## config.mk

```make
export PLATFORM = sky130hd
export DESIGN_NAME = tws_slave
export DESIGN_NICKNAME = d
export VERILOG_FILES = /design/src/hw/tws_pkg.sv /design/src/hw/tws_slave.sv /design/src/hw/tws_fifo.sv
export VERILOG_INCLUDE_DIRS = /design/src /design/src/hw
export SDC_FILE = /design/constraint.sdc
export NUM_CORES = 1
export LEC_CHECK = 0
export ABC_AREA = 1
export BUFFER_PORTS_ARGS = -buffer_cell sky130_fd_sc_hd__buf_4
export CAP_MARGIN = 40
export CORE_MARGIN = 8
export CORE_UTILIZATION = 56
export CTS_CLUSTER_DIAMETER = 30
export DETAILED_ROUTE_END_ITERATION = 6
export PLACE_DENSITY = 0.7
export SLEW_MARGIN = 40
export SYNTH_ARGS = -nofsm -noshare
export SYNTH_HDL_FRONTEND = slang
export SYNTH_SLANG_ARGS = --single-unit
```

## constraint.sdc

```tcl
create_clock -name clk_i -period 2.65 [get_ports clk_i]
set_input_delay 0.53 -clock clk_i [delete_from_list [all_inputs] [get_ports clk_i]]
set_output_delay 0.53 -clock clk_i [all_outputs]
set_load 0.05 [all_outputs]
```

## src/hw/tws_regs.svh

```systemverilog
// Purpose: bus codes, address map and bit counts of the two-wire slave
// Assumes: included by every design file that needs a code or boundary
// Notes:   definitions only
`ifndef TWS_REGS_SVH
`define TWS_REGS_SVH
`define TWS_DEV_CODE   4'hA
`define TWS_CMD_BLK_WR 8'hC0
`define TWS_CMD_BLK_RD 8'hC1
`define TWS_CMD_REBOOT 8'hC4
`define TWS_REG_END    8'h2F
`define TWS_UE_LO      8'h40
`define TWS_UE_END     8'h7F
`define TWS_CE_END     8'hB7
`define TWS_BLK_MAX    8'h10
`define TWS_BLK_RD_CNT 8'h10
`define TWS_BITS       4'h8
`define TWS_PIN_SCL    0
`define TWS_PIN_SDA    1
`define TWS_PIN_HI     2
`define TWS_PIN_LO     3
`endif

```

## src/hw/tws_pkg.sv

```systemverilog
// Purpose: types and helpers of the two-wire slave
// Assumes: tws_regs.svh holds the numbers
// Notes:   state enums carry no codes
`include "tws_regs.svh"
package tws_pkg;
	typedef enum logic [2:0] {
		ST_IDLE, ST_RX, ST_RX_ACK, ST_TX, ST_TX_ACK, ST_IGNORE
	} tws_state_type;

	typedef enum logic [2:0] {
		PH_ADDR, PH_CMD, PH_SECOND, PH_BLK, PH_DONE, PH_READ
	} tws_phase_type;

	typedef struct packed {
		logic [7:0] addr;
		logic [7:0] data;
	} tws_wreq_type;

	typedef struct packed {
		logic [3:0]    s1;
		logic [3:0]    s2;
		logic [3:0]    s3;
		logic [3:0]    filt;
		logic [3:0]    prev;
		tws_state_type st;
		tws_phase_type ph;
		logic [3:0]    bit_cnt;
		logic [7:0]    sh;
		logic [7:0]    cmd;
		logic [7:0]    ptr;
		logic [4:0]    cnt_left;
		logic          sda_low;
		logic          hi_start;
		logic          cnt_pend;
		logic          mack;
		logic          blk_rd;
		logic          reboot;
		logic          push;
		tws_wreq_type  wreq;
	} tws_slave_q_type;

	function automatic logic tws_special(input logic [7:0] b);
		return b == `TWS_CMD_BLK_WR || b == `TWS_CMD_BLK_RD ||
			b == `TWS_CMD_REBOOT;
	endfunction : tws_special

	function automatic logic tws_ptr_ok(input logic [7:0] p);
		return p <= `TWS_REG_END || (p >= `TWS_UE_LO && p <= `TWS_CE_END);
	endfunction : tws_ptr_ok

	function automatic logic tws_at_end(input logic [7:0] p);
		return p == `TWS_REG_END || p == `TWS_UE_END || p == `TWS_CE_END;
	endfunction : tws_at_end

	function automatic logic [7:0] tws_sat_inc(input logic [7:0] p);
		return tws_at_end(p) ? p : p + 8'h01;
	endfunction : tws_sat_inc
endpackage : tws_pkg

```

## src/hw/tws_slave.sv

```systemverilog
// Purpose: slave-only two-wire interface to config registers and EEPROM
// Assumes: scl/sda/straps are asynchronous pins, busy and boot from logic
// Notes:   storage reads are combinational on rd_addr_o
//
// Summary of operation
// - start and stop detected while clock high
// - lines idle high; stop frees, restart keeps
// - stop accepted anywhere except start's pulse
// - writes chain with or without restart
// - ack holds data low over ninth clock
// - transmit releases line, samples master ack
// - command nacked when busy, booting or illegal
// - address 1010, straps, ignored bit, r/w
// - single strap variant needs bit three zero
// - send byte loads pointer, nack if illegal
// - C0h block write, C1h block read
// - stop after special byte keeps pointer
// - C4h starts software reboot
// - write byte stores data at command address
// - register writes limited, invalid ones discarded
// - block write count one to sixteen
// - block pointer saturates; last register byte read-only
// - read byte via restart, one byte back
// - pointer advances after read unless boundary
// - refused command leaves pointer unchanged
// - block read sends count sixteen first
// - master nack or stop ends block read
// - register pointers 00h to 2Fh
// - config EEPROM 80h-B7h, user 40h-7Fh
// - nack everything until power-up load done
`timescale 1ns/1ps
`include "tws_regs.svh"
module tws_slave #(
	parameter bit SINGLE_STRAP = 1'b0,
	parameter int FIFO_DEPTH   = 16
) (
	input  wire logic           clk_i,
	input  wire logic           rst_n_i,
	input  wire logic           scl_i,
	input  wire logic           sda_i,
	output logic                sda_o,
	output logic                sda_oe_n_o,
	input  wire logic           addr_strap_hi_i,
	input  wire logic           addr_strap_lo_i,
	input  wire logic           boot_done_i,
	input  wire logic           busy_i,
	output logic                reboot_o,
	output logic [7:0]          rd_addr_o,
	input  wire logic [7:0]     rd_data_i,
	output logic                wr_valid_o,
	input  wire logic           wr_ready_i,
	output tws_pkg::tws_wreq_type wr_o
);
	import tws_pkg::*;

	tws_slave_q_type q;
	tws_slave_q_type d;
	logic            fifo_rdy;
	logic            rise_e;
	logic            fall_e;
	logic            start_e;
	logic            stop_e;
	logic            byte_end;
	logic            preset;
	logic [3:0]      pins;

	assign pins = {addr_strap_lo_i, addr_strap_hi_i, sda_i, scl_i};

	// edges of the filtered lines
	assign rise_e  = q.filt[`TWS_PIN_SCL] && !q.prev[`TWS_PIN_SCL];
	assign fall_e  = !q.filt[`TWS_PIN_SCL] && q.prev[`TWS_PIN_SCL];
	assign start_e = q.filt[`TWS_PIN_SCL] && q.prev[`TWS_PIN_SCL] &&
		!q.filt[`TWS_PIN_SDA] && q.prev[`TWS_PIN_SDA];
	assign stop_e  = q.filt[`TWS_PIN_SCL] && q.prev[`TWS_PIN_SCL] &&
		q.filt[`TWS_PIN_SDA] && !q.prev[`TWS_PIN_SDA];
	assign byte_end = q.st == ST_RX && fall_e && q.bit_cnt == `TWS_BITS;
	// acked command byte of a send byte or read byte becomes the pointer
	assign preset   = q.st != ST_IDLE && q.ph == PH_SECOND &&
		!tws_special(q.cmd);

	assign sda_o      = 1'b0;
	assign sda_oe_n_o = !q.sda_low;
	assign reboot_o   = q.reboot;
	assign rd_addr_o  = q.ptr;

	tws_fifo #(
		.W     ($bits(tws_wreq_type)),
		.DEPTH (FIFO_DEPTH)
	) u_fifo (
		.clk_i       (clk_i),
		.rst_n_i     (rst_n_i),
		.in_valid_i  (q.push),
		.in_ready_o  (fifo_rdy),
		.in_data_i   (q.wreq),
		.out_valid_o (wr_valid_o),
		.out_ready_i (wr_ready_i),
		.out_data_o  (wr_o)
	);

	always_comb begin
		logic [7:0] b;
		logic [7:0] tx;
		logic       ack;
		logic       hit;
		b   = q.sh;
		tx  = q.cnt_pend ? `TWS_BLK_RD_CNT : rd_data_i;
		ack = 1'b0;
		hit = b[7:4] == `TWS_DEV_CODE && b[2] == q.filt[`TWS_PIN_LO] &&
			(SINGLE_STRAP ? !b[3] : b[3] == q.filt[`TWS_PIN_HI]);
		d = q;
		d.reboot = 1'b0;
		d.push   = 1'b0;
		// three stage sampler, change taken when stages two and three agree
		d.s1   = pins;
		d.s2   = q.s1;
		d.s3   = q.s2;
		d.filt = (q.s2 & q.s3) | (q.filt & (q.s2 ^ q.s3));
		d.prev = q.filt;
		if (start_e) begin
			// repeated start keeps command and block read flag
			d.st       = ST_RX;
			d.ph       = PH_ADDR;
			d.bit_cnt  = '0;
			d.sda_low  = 1'b0;
			d.hi_start = 1'b1;
			if (preset) begin
				d.ptr = q.cmd;
			end
		end else if (stop_e && !q.hi_start) begin
			if (preset) begin
				d.ptr = q.cmd;
			end
			d.st      = ST_IDLE;
			d.sda_low = 1'b0;
			d.blk_rd  = 1'b0;
		end else begin
			if (fall_e) begin
				d.hi_start = 1'b0;
			end
			unique case (q.st)
				ST_IDLE, ST_IGNORE: begin
					d.sda_low = 1'b0;
				end
				ST_RX: begin
					if (rise_e) begin
						d.sh      = {q.sh[6:0], q.filt[`TWS_PIN_SDA]};
						d.bit_cnt = q.bit_cnt + 4'h1;
					end else if (byte_end) begin
						unique case (q.ph)
							PH_ADDR: begin
								if (hit && boot_done_i) begin
									ack = 1'b1;
									if (b[0]) begin
										d.ph       = PH_READ;
										d.cnt_pend = q.blk_rd;
									end else begin
										d.ph = PH_CMD;
									end
								end
							end
							PH_CMD: begin
								d.cmd = b;
								if (boot_done_i && !busy_i &&
									(tws_special(b) || tws_ptr_ok(b))) begin
									ack    = 1'b1;
									d.ph   = PH_SECOND;
									d.blk_rd = b == `TWS_CMD_BLK_RD;
									d.reboot = b == `TWS_CMD_REBOOT;
								end
							end
							PH_SECOND: begin
								if (q.cmd == `TWS_CMD_BLK_WR) begin
									ack = b != 8'h00 && b <= `TWS_BLK_MAX;
									d.cnt_left = b[4:0];
									d.ph       = PH_BLK;
								end else if (!tws_special(q.cmd)) begin
									ack       = fifo_rdy;
									d.ph      = PH_DONE;
									d.ptr     = q.cmd;
									d.wreq    = '{addr: q.cmd, data: b};
									d.push    = fifo_rdy &&
										q.cmd != `TWS_REG_END;
								end
							end
							PH_BLK: begin
								if (q.cnt_left != 5'h00 && fifo_rdy) begin
									ack        = 1'b1;
									d.wreq     = '{addr: q.ptr, data: b};
									d.push     = q.ptr != `TWS_REG_END;
									d.ptr      = tws_sat_inc(q.ptr);
									d.cnt_left = q.cnt_left - 5'h01;
								end
							end
							default: begin
								ack = 1'b0;
							end
						endcase
						d.sda_low = ack;
						d.st      = ack ? ST_RX_ACK : ST_IGNORE;
					end
				end
				ST_RX_ACK: begin
					if (fall_e) begin
						d.sda_low = 1'b0;
						d.bit_cnt = '0;
						if (q.ph == PH_READ) begin
							d.sh       = tx;
							d.sda_low  = !tx[7];
							d.bit_cnt  = 4'h1;
							d.st       = ST_TX;
						end else begin
							d.st = ST_RX;
						end
					end
				end
				ST_TX: begin
					if (fall_e) begin
						if (q.bit_cnt == `TWS_BITS) begin
							d.sda_low = 1'b0;
							d.st      = ST_TX_ACK;
						end else begin
							d.sh      = {q.sh[6:0], 1'b0};
							d.sda_low = !q.sh[6];
							d.bit_cnt = q.bit_cnt + 4'h1;
						end
					end
				end
				ST_TX_ACK: begin
					if (rise_e) begin
						d.mack = !q.filt[`TWS_PIN_SDA];
						d.cnt_pend = 1'b0;
						if (!q.cnt_pend) begin
							d.ptr = tws_sat_inc(q.ptr);
						end
					end else if (fall_e) begin
						if (q.mack) begin
							d.sh       = tx;
							d.sda_low  = !tx[7];
							d.bit_cnt  = 4'h1;
							d.st       = ST_TX;
						end else begin
							d.st = ST_IGNORE;
						end
					end
				end
				default: begin
					d.st = ST_IDLE;
				end
			endcase
		end
	end

	always_ff @(posedge clk_i or negedge rst_n_i) begin
		if (!rst_n_i) begin
			q <= '0;
		end else begin
			q <= d;
		end
	end
endmodule : tws_slave

```

## src/hw/tws_fifo.sv

```systemverilog
// Purpose: write request queue between bus side and storage side
// Assumes: DEPTH is a power of two
// Notes:   valid/ready on both sides, first word fall-through
`timescale 1ns/1ps
module tws_fifo #(
	parameter int W     = 16,
	parameter int DEPTH = 16
) (
	input  wire logic         clk_i,
	input  wire logic         rst_n_i,
	input  wire logic         in_valid_i,
	output logic              in_ready_o,
	input  wire logic [W-1:0] in_data_i,
	output logic              out_valid_o,
	input  wire logic         out_ready_i,
	output logic [W-1:0]      out_data_o
);
	localparam int AW = $clog2(DEPTH);
	typedef struct packed {
		logic [DEPTH-1:0][W-1:0] mem;
		logic [AW:0]             wr;
		logic [AW:0]             rd;
	} tws_fifo_q_type;

	tws_fifo_q_type q;
	tws_fifo_q_type d;
	logic           full;
	logic           empty;

	assign empty       = q.wr == q.rd;
	assign full        = (q.wr[AW] != q.rd[AW]) &&
		(q.wr[AW-1:0] == q.rd[AW-1:0]);
	assign in_ready_o  = !full;
	assign out_valid_o = !empty;
	assign out_data_o  = q.mem[q.rd[AW-1:0]];

	always_comb begin
		d = q;
		if (in_valid_i && !full) begin
			d.mem[q.wr[AW-1:0]] = in_data_i;
			d.wr = q.wr + 1'b1;
		end
		if (out_ready_i && !empty) begin
			d.rd = q.rd + 1'b1;
		end
	end

	always_ff @(posedge clk_i or negedge rst_n_i) begin
		if (!rst_n_i) begin
			q <= '0;
		end else begin
			q <= d;
		end
	end
endmodule : tws_fifo

```

==> results.txt, run 1 <==
* Drt first-iter violations: 1549
- IO Port Bufs: 43
* Number of cells traversed by the worst register-to-register path: 14
- Clock-pin slew was measured on the worst setup and hold paths at 0.05 ns.
- Antenna Violating Nets Remaining: 0
- The critical path in this run is classified as register to output port.
* Area fraction in and, or, nand and nor cells after synthesis: 19.05%
- Summed over all nets, the half-perimeter wirelength after detailed placement is 28240 um.
* Setup Viol. Count Final: 17
* Via-to-Cell Ratio: 6.030
* Height of the die: 186.7 um
* Wire length of the first global-routing pass: 78360 um
- Global routing used 4.791% of the available met3 tracks.
- Root buffer cell: sky130_fd_sc_hd__clkbuf_16
- Setup slack on the critical path of the routed design comes to -0.2742 ns.
- Hold crit path type: primary input to register
* Worst-skew pair later-pin latency: 0.58 ns
* Number of cells in the finished layout apart from fillers: 2478
- Distinct cell type count after synthesis: 45
* Number of vias in the routed layout: 14942
- Crit start category: register
* 1st-pass router iterations: 6
* Worst Hold Slack: 0.06095 ns
- # rows: 62
- Net count of the finished layout: 2064
* Fraction of the cycle the final worst path needs: 110.3%
- After synthesis, the share of flip-flops with an asynchronous set or reset is 100.0%.
- The critical path starts at u_fifo.q[0].
- Compared with the post-synthesis result, the final layout area differs by 27.38%.
- Pre-CTS worst setup slack: 0.2490 ns
* Diodes inserted: 0
* Die Footprint: 0.03486 mm2
- Buffers inserted during clock tree synthesis total 75.
- The run finished, with violations left.
- Routability-driven placement finished with a final weighted congestion of 0.9160.
* Starting density of the core: 56.87%
* Leftover overflow at the end of global routing: 0
* Capturing element type of the critical path: output port
* Slew at the pin closest to its max-slew limit: 0.6465 ns
* Count of maximum capacitance violations: 0
- The clock net in this run drives a total of 346 sinks.
- The final number of hold-violating endpoints is 0.
* Drt wl/cell: 20.17 um
* Failing checks: setup timing
- Setup repair after global routing missed its margin: true
* Combinational family with the most area after synthesis: compound AO/OA/AOI/OAI gates
- Counting I/O delays and the setup requirement, the final critical path takes 2.924 ns.
* Portion of netlist area occupied by mux cells: 0%
- For this run, the register share of the synthesized area comes to 53.05%.
- Along the worst hold path, the cell count comes to 1.
* Worst reg2reg startpoint: u_fifo.q[0]
- Vias in the first global route: 14862
- GRT Overall Usage: 27.51%
- Clock skew on the completed layout was measured at 0.02544 ns.
* Worst vdd rail ir drop: 0.8415 mV
- Of the cells placed in the final design, the portion with a size suffix greater than 1 is 16.95%.
- Mapped Area: 0.01632 mm2
- Count of flip-flops with a built-in enable after synthesis: 0
* Leakage power figure: 0.009457 uW
* Drt total wl: 49970 um
* Crit path arrival time: 2.39 ns
* Fraction of the mapped netlist area in compound gates: 19.66%
* CTS tree: yes
* Per-instance average area after synthesis: 8.332 um2
- Grt peak-use layer: met2
- After floorplanning, the core was sized to cover 0.02870 mm2.
- Met1 track demand over resource: 35.26%
* Fmax: 0.3420 GHz
- Area share of xor/xnor cells in the synthesized design: 0.9122%
* Number of antenna violations at the first check in global routing: 0
- For this design the top-level I/O count stands at 45.
- Entering global routing, the biggest net connects 78 pins.
- The worst hold path begins at sda_i.
- In this run the worst path has a maximum fanout of 7.
* Syn Nets: 1989
- Counting along the longest clock path gives a buffer depth of 3.
- Number of storage elements in the synthesis netlist: 346
* Relative slew slack: 56.90%
- Measured along the x axis, the die boundary spans 186.7 um.
* Number of levels the H-tree was split into: 3
- Once placement completed, the tool counted placed cells totaling 2307.
* Post-synth top flop: sky130_fd_sc_hd__dfrtp_1
* Final core utilization: 72.44%
- Number of instances in the synthesized netlist: 1959
- Ratio of total power to cell area: 1216 mW/mm2
- Worst EP required: 2.12 ns
- Share of synthesized cell area in full adder, half adder and majority cells: 0.9966%
* Total of warnings raised by yosys: 0
* Max-slew violation count: 0
- Number of design rule violations left after detail routing: 0
- After routing, the total negative slack on setup checks comes to -2.769 ns.
- Global routing consumed, on the met2 layer, 45.20% of the routing resources.
[critical path, cell delays in order, from the launching register on]
cell	delay (ns)
sky130_fd_sc_hd__dfrtp_4	0.50
sky130_fd_sc_hd__buf_6	0.16
sky130_fd_sc_hd__buf_16	0.14
sky130_fd_sc_hd__o21ai_1	0.17
sky130_fd_sc_hd__o22ai_1	0.11
sky130_fd_sc_hd__o211ai_1	0.31
sky130_fd_sc_hd__nand3_1	0.21
sky130_fd_sc_hd__buf_6	0.21
[cell usage in the layout, fill, tap and decap left out, types with 12 or more instances in the layout]
cell	Yosys	layout
sky130_fd_sc_hd__a21oi_1	33	33
sky130_fd_sc_hd__buf_12	0	23
sky130_fd_sc_hd__buf_4	11	63
sky130_fd_sc_hd__buf_6	3	13
sky130_fd_sc_hd__buf_8	1	12
sky130_fd_sc_hd__clkbuf_16	0	84
sky130_fd_sc_hd__clkinvlp_4	0	12
sky130_fd_sc_hd__dfrtp_1	346	344
sky130_fd_sc_hd__ha_1	13	13
sky130_fd_sc_hd__inv_1	92	91
sky130_fd_sc_hd__nand2_1	449	446
sky130_fd_sc_hd__nand3_1	65	51
sky130_fd_sc_hd__nand3_2	1	14
sky130_fd_sc_hd__nand4_1	20	20
sky130_fd_sc_hd__nor2_1	181	171
sky130_fd_sc_hd__nor2_2	4	12
sky130_fd_sc_hd__o21ai_0	411	368
sky130_fd_sc_hd__o21ai_1	43	74
sky130_fd_sc_hd__o221ai_1	26	24
sky130_fd_sc_hd__o22ai_1	49	45
sky130_fd_sc_hd__xor2_1	15	15
[per-layer routing]
metal | vias to the layer above | wire (um)
li1 | 6762 | -
met1 | 7272 | 20410
met2 | 760 | 24070
met3 | 148 | 3802
met4 | 0 | 1685
met5 | - | 0
[through the flow]
| stage | cell area, um2 | total power [uW] |
|---|---|---|
| 2_1_floorplan | 16320 | 11210 |
| 3_3_place_gp | 17180 | 13530 |
| 3_5_place_dp | 17180 | 13590 |
| 4_1_cts | 20340 | 24340 |
| 5_1_grt | 20790 | 26370 |
| 6_report | 20790 | 25280 |
[cell type report]
cell class	instances	area, um2
multi-input cells	1372	6862
well taps	384	480.5
fillers	2081	7911
clock buffers	90	2043
inverters	109	430.4
repair inverters	1	16.27
clock inverters	47	580.6
flip-flops and latches	346	8663
repair buffers	129	1715
[sequential cells by signal, indices dropped and copies added, names as in the netlist]
signal	count
rd_addr_o	8
reboot_o	1
u_fifo.q	266
q	59
d	12
[cell usage after synthesis (3+ instances only)]
| library cell | count | area share, % |
|---|---|---|
| sky130_fd_sc_hd__buf_2 | 37 | 1.1 |
| sky130_fd_sc_hd__buf_6 | 3 | 0.21 |
| sky130_fd_sc_hd__nor3_1 | 8 | 0.25 |
| sky130_fd_sc_hd__nand4_2 | 7 | 0.54 |
| sky130_fd_sc_hd__buf_1 | 6 | 0.14 |
| sky130_fd_sc_hd__dfrtp_1 | 346 | 53 |
| sky130_fd_sc_hd__a21oi_2 | 8 | 0.43 |
| sky130_fd_sc_hd__o221ai_1 | 26 | 1.4 |
| sky130_fd_sc_hd__o211ai_1 | 11 | 0.51 |
| sky130_fd_sc_hd__ha_1 | 13 | 1.0 |
| sky130_fd_sc_hd__nand2_2 | 4 | 0.15 |
| sky130_fd_sc_hd__o21ai_0 | 411 | 13 |
| sky130_fd_sc_hd__xor2_1 | 15 | 0.80 |
| sky130_fd_sc_hd__nor2_1 | 181 | 4.2 |
| sky130_fd_sc_hd__nand3_1 | 65 | 2.0 |
| sky130_fd_sc_hd__o22ai_1 | 49 | 1.9 |
| sky130_fd_sc_hd__inv_1 | 92 | 2.1 |
| sky130_fd_sc_hd__nor2_2 | 4 | 0.15 |
| sky130_fd_sc_hd__a21o_1 | 4 | 0.18 |
| sky130_fd_sc_hd__nand2_1 | 449 | 10 |
| sky130_fd_sc_hd__clkinv_1 | 3 | 0.069 |
| sky130_fd_sc_hd__o21ai_1 | 43 | 1.3 |
| sky130_fd_sc_hd__clkbuf_1 | 74 | 1.7 |
| sky130_fd_sc_hd__inv_2 | 12 | 0.28 |
| sky130_fd_sc_hd__buf_4 | 11 | 0.51 |
| sky130_fd_sc_hd__nand4_1 | 20 | 0.77 |
| sky130_fd_sc_hd__a21oi_1 | 33 | 1.0 |
[power breakdown]
part | internal (uW) | switching, uW | total (uW)
Sequential | 5620 | 375 | 6000
Clock | 6340 | 3160 | 9500
Combinational | 3590 | 6190 | 9780
Total | 15600 | 9730 | 25300
[repair_timing]
| item | 4_1_cts | 5_1_grt |
|---|---|---|
| hold buffers | 1 | 0 |
| gates cloned | 7 | 11 |
| endpoints found under the setup margin | 17 | 17 |
| pin swaps | 19 | 36 |
| resized for setup | 80 | 72 |
| buffers inserted | 13 | 4 |
| endpoints found under the hold margin | 37 | 0 |
[kinds of logic (layout without fill, tap and decap cells)]
group,count (synthesis),count (layout)
xor gates and xnor gates,17,17
buffers and inverters,241,376
and+or+nand+nor,749,749
adders and majority gates,13,13
other,1,1
AOI/OAI and AO/OA,592,592
DFF,346,346
[worst paths after layout]
path | to | slack [ns]
hold reg to reg | d[73] | 0.34
setup / recovery | wr_o[14] | -0.27
hold / removal | d[75] | 0.06
setup reg to reg | u_fifo.q[220] | 0.05
max in group asynchronous | u_fifo.q[15] | 1.28
min in group asynchronous | u_fifo.q[191] | 0.56
(Power assumes the default switching activity.)
==> run 2, diff against run 1 <==
--- a/config.mk
+++ b/config.mk
@@ -14,6 +14,7 @@
 export CTS_CLUSTER_DIAMETER = 30
 export DETAILED_ROUTE_END_ITERATION = 6
 export PLACE_DENSITY = 0.7
+export SKIP_LAST_GASP = 1
 export SLEW_MARGIN = 40
 export SYNTH_ARGS = -nofsm -noshare
 export SYNTH_HDL_FRONTEND = slang
==> run 2 against run 1 <==
  * The run still ends with setup timing left
  * Cell count down 0.36%
  * Fmax is 0.23% higher
  * Clock skew up 0.0019 ns
  * Routed wire length down 2.5%
  * First-iteration DRC count shrank 4.5%
  * Sequential share of layout area rose by 0.68 points
  * Worst hold slack got worse by 0.0012 ns
  * Combinational power fell by 6.9%
  * Utilization is 1.2 points lower
  * Clock-buffer cell count did not move
  * Non-clock buffer count is 9 lower
  * Critical endpoint is now wr_o[8]
  * Largest cell class unchanged
==> results.txt, run 2 (synthesis gave the netlist of run 1 again) <==
* Sequential cell fraction of total power: 24.5%
- The number of cells on the worst reg-to-reg path is 12.
- Clock Tree Buf Depth: 3
* Most common library cell in the layout ignoring fill and taps: sky130_fd_sc_hd__nand2_1
- For this design the ratio of total power to cell area is 1205 mW/mm2.
- Of the cells placed in the final design, the portion with a size suffix greater than 1 is 15.88%.
* Height of the die: 186.7 um
* Final core utilization: 71.27%
- Counting instances, the worst hold path has a depth of 1.
* Starting density of the core: 56.87%
- Count of maximum capacitance violations: 0
- The final number of hold-violating endpoints is 0.
- Register with the highest flop count: u_fifo.q
- Dividing the detail-routed wire length by the instance count gives 19.73 um.
- Net count of the finished layout: 2055
- Along the worst path, the maximum fanout reaches 13.
* Synthesis-to-layout area growth: 25.34%
* Number of levels the H-tree was split into: 3
- Net Switching: 9515 uW
- At the pin with the least slew margin, the transition time is 0.6549 ns.
* # rows: 62
* Ports: 45
- Root buffer cell: sky130_fd_sc_hd__clkbuf_16
* Number of vias in the routed layout: 14639
* Hold crit path type: primary input to register
- Kind of critical path: register to output port
- Clock tree skew after final layout: 0.02736 ns
- STA puts the critical path data required time at 2.12 ns.
- Clock network power share: 38.6%
* Die boundary width: 186.7 um
- GRT Overall Usage: 27.49%
- In this run the critical register-to-register path is launched from u_fifo.q[0].
- Minimum setup slack among reg-to-reg paths: 0.10 ns
- The pre-antenna-repair detailed-routing pass consisted of 5 iterations.
- Setup Viol. Count Final: 17
* Worst-skew pair later-pin latency: 0.59 ns
- In this run, the number of DRC markers left after iteration 0 of detailed routing was 1480.
* Crit start category: register
- The count of buffers added on input and output ports is 43.
- Global routing finished with a remaining overflow of 0.
- Final Cell Area: 0.02046 mm2
- Of the total power, the share spent switching nets is 38.60%.
- The congestion estimate from routability-driven global placement came to 0.9160.
* Reg-to-reg endpoint: u_fifo.q[113]
- The register with the most flip-flops in the layout has 266 of them.
- Top library cells by usage in the layout, fill and taps aside: sky130_fd_sc_hd__nand2_1, sky130_fd_sc_hd__o21ai_0, sky130_fd_sc_hd__dfrtp_1
- The final critical path takes up 110.1% of the cycle.
- Antenna Violating Nets Remaining: 0
- Drt total wl: 48700 um
* Sum Neg Setup Slack: -2.936 ns
* Relative slew slack: 56.34%
* Internal power contribution: 15140 uW
- In the routed layout, each cell is associated on average with a via count of 5.929.
- Diodes inserted: 0
- Post-route total power: 24650 uW
* Outcome: complete, but fails checks
* Post-DP HPWL: 28240 um
- Based on the critical path, the design can be clocked at up to 0.3428 GHz.
- The number of antenna violations at the first check in global routing was 0.
* Shortest clock period the worst path allows after layout: 2.917 ns
* Terminating pin of the worst hold path: d[75]
- The first global-routing pass estimated 78290 um of wire.
- Clock tree synthesis inserted a total of 75 buffers.
- Setup slack on the critical path of the routed design comes to -0.2674 ns.
- Number of design rule violations left after detail routing: 0
* Maximum number of pins on one net before global-route repair: 78
* Max-slew violation count: 0
- The die covers 0.03486 mm2.
* Startpoint of the lowest-slack hold path: sda_i
- Failing checks: setup timing
- Crit path arrival time: 2.39 ns
- After clock tree synthesis, the clock-pin slew on the worst setup and hold paths is 0.05 ns.
- For this design the static power due to leakage is 0.009328 uW.
- STA classifies the critical path endpoint as an output port.
- TritonCTS built the clock tree.
* Worst vdd rail ir drop: 0.8402 mV
- The number of global-route vias before repair was 14858.
- The clock drives 346 sinks.
- Per report_power, the combinational group accounts for 37.0% of the total.
- The total area inside the core boundary comes to 0.02870 mm2.
- Cell Area, Placed: 0.01718 mm2
- Setup repair after global routing could not meet its margin everywhere.
## run 2: final cells by class
type	instances	area, um2
sequential	346	8663
fill	2135	8245
multi-input combinational	1372	6770
clock buffer	90	2043
timing repair buffer	120	1483
clock inverter	47	580.6
tap	384	480.5
inverter	109	427.9
timing repair inverter	1	8.758
## run 2: per-layer routing
layer	routed length [um]	global-route usage (%)
met4	1449	12.68
met1	20150	35.29
met5	0	0
met2	23550	45.09
met3	3557	4.735
## run 2: power groups by stage
stage | registers, uW | logic [uW] | clock network (uW)
finish | 6030 | 9110 | 9500
floorplan | 5940 | 5270 | 0
global placement | 6060 | 7470 | 0
global route | 6080 | 9780 | 9890
CTS | 6020 | 8640 | 9570
detailed placement | 6070 | 7520 | 0
## run 2: worst max-delay path by stage
stage	from	endpoint	slack (ns)	depth (start not counted)
after floorplan	u_fifo.q[0]	wr_o[0]	0.27	7
after global placement	u_fifo.q[0]	wr_o[15]	0.28	7
after detailed placement	u_fifo.q[0]	wr_o[15]	0.25	7
after CTS	u_fifo.q[0]	wr_o[1]	-0.21	7
after global routing	u_fifo.q[0]	wr_o[8]	-0.36	6
final	u_fifo.q[0]	wr_o[8]	-0.27	6
## run 2: metrics by stage
| stage | setup slack, ns | instances | hold slack (ns) |
|---|---|---|---|
| 2_1_floorplan | 0.2731 | 1959 | 0.2344 |
| 3_3_place_gp | 0.2817 | 2307 | 0.3331 |
| 3_5_place_dp | 0.2490 | 2307 | 0.3347 |
| 4_1_cts | -0.2148 | 2465 | 0.04067 |
| 5_1_grt | -0.3564 | 2469 | 0.04048 |
| 6_report | -0.2674 | 2469 | 0.05979 |
## run 2: worst max-delay path, stage by stage (launching register included)
cell                       delay [ns]
sky130_fd_sc_hd__dfrtp_4         0.58
sky130_fd_sc_hd__buf_16          0.19
sky130_fd_sc_hd__o21ai_0         0.16
sky130_fd_sc_hd__o22ai_1         0.09
sky130_fd_sc_hd__o211ai_1        0.38
sky130_fd_sc_hd__nand3_1         0.20
sky130_fd_sc_hd__buf_6           0.20
## run 2: timing repair
item,4_1_cts,5_1_grt
buffers inserted,13,2
hold buffers,1,0
gates cloned,7,4
hold endpoints to repair,37,0
endpoints found under the setup margin,17,22
pin swaps,19,21
gates resized for setup,60,41
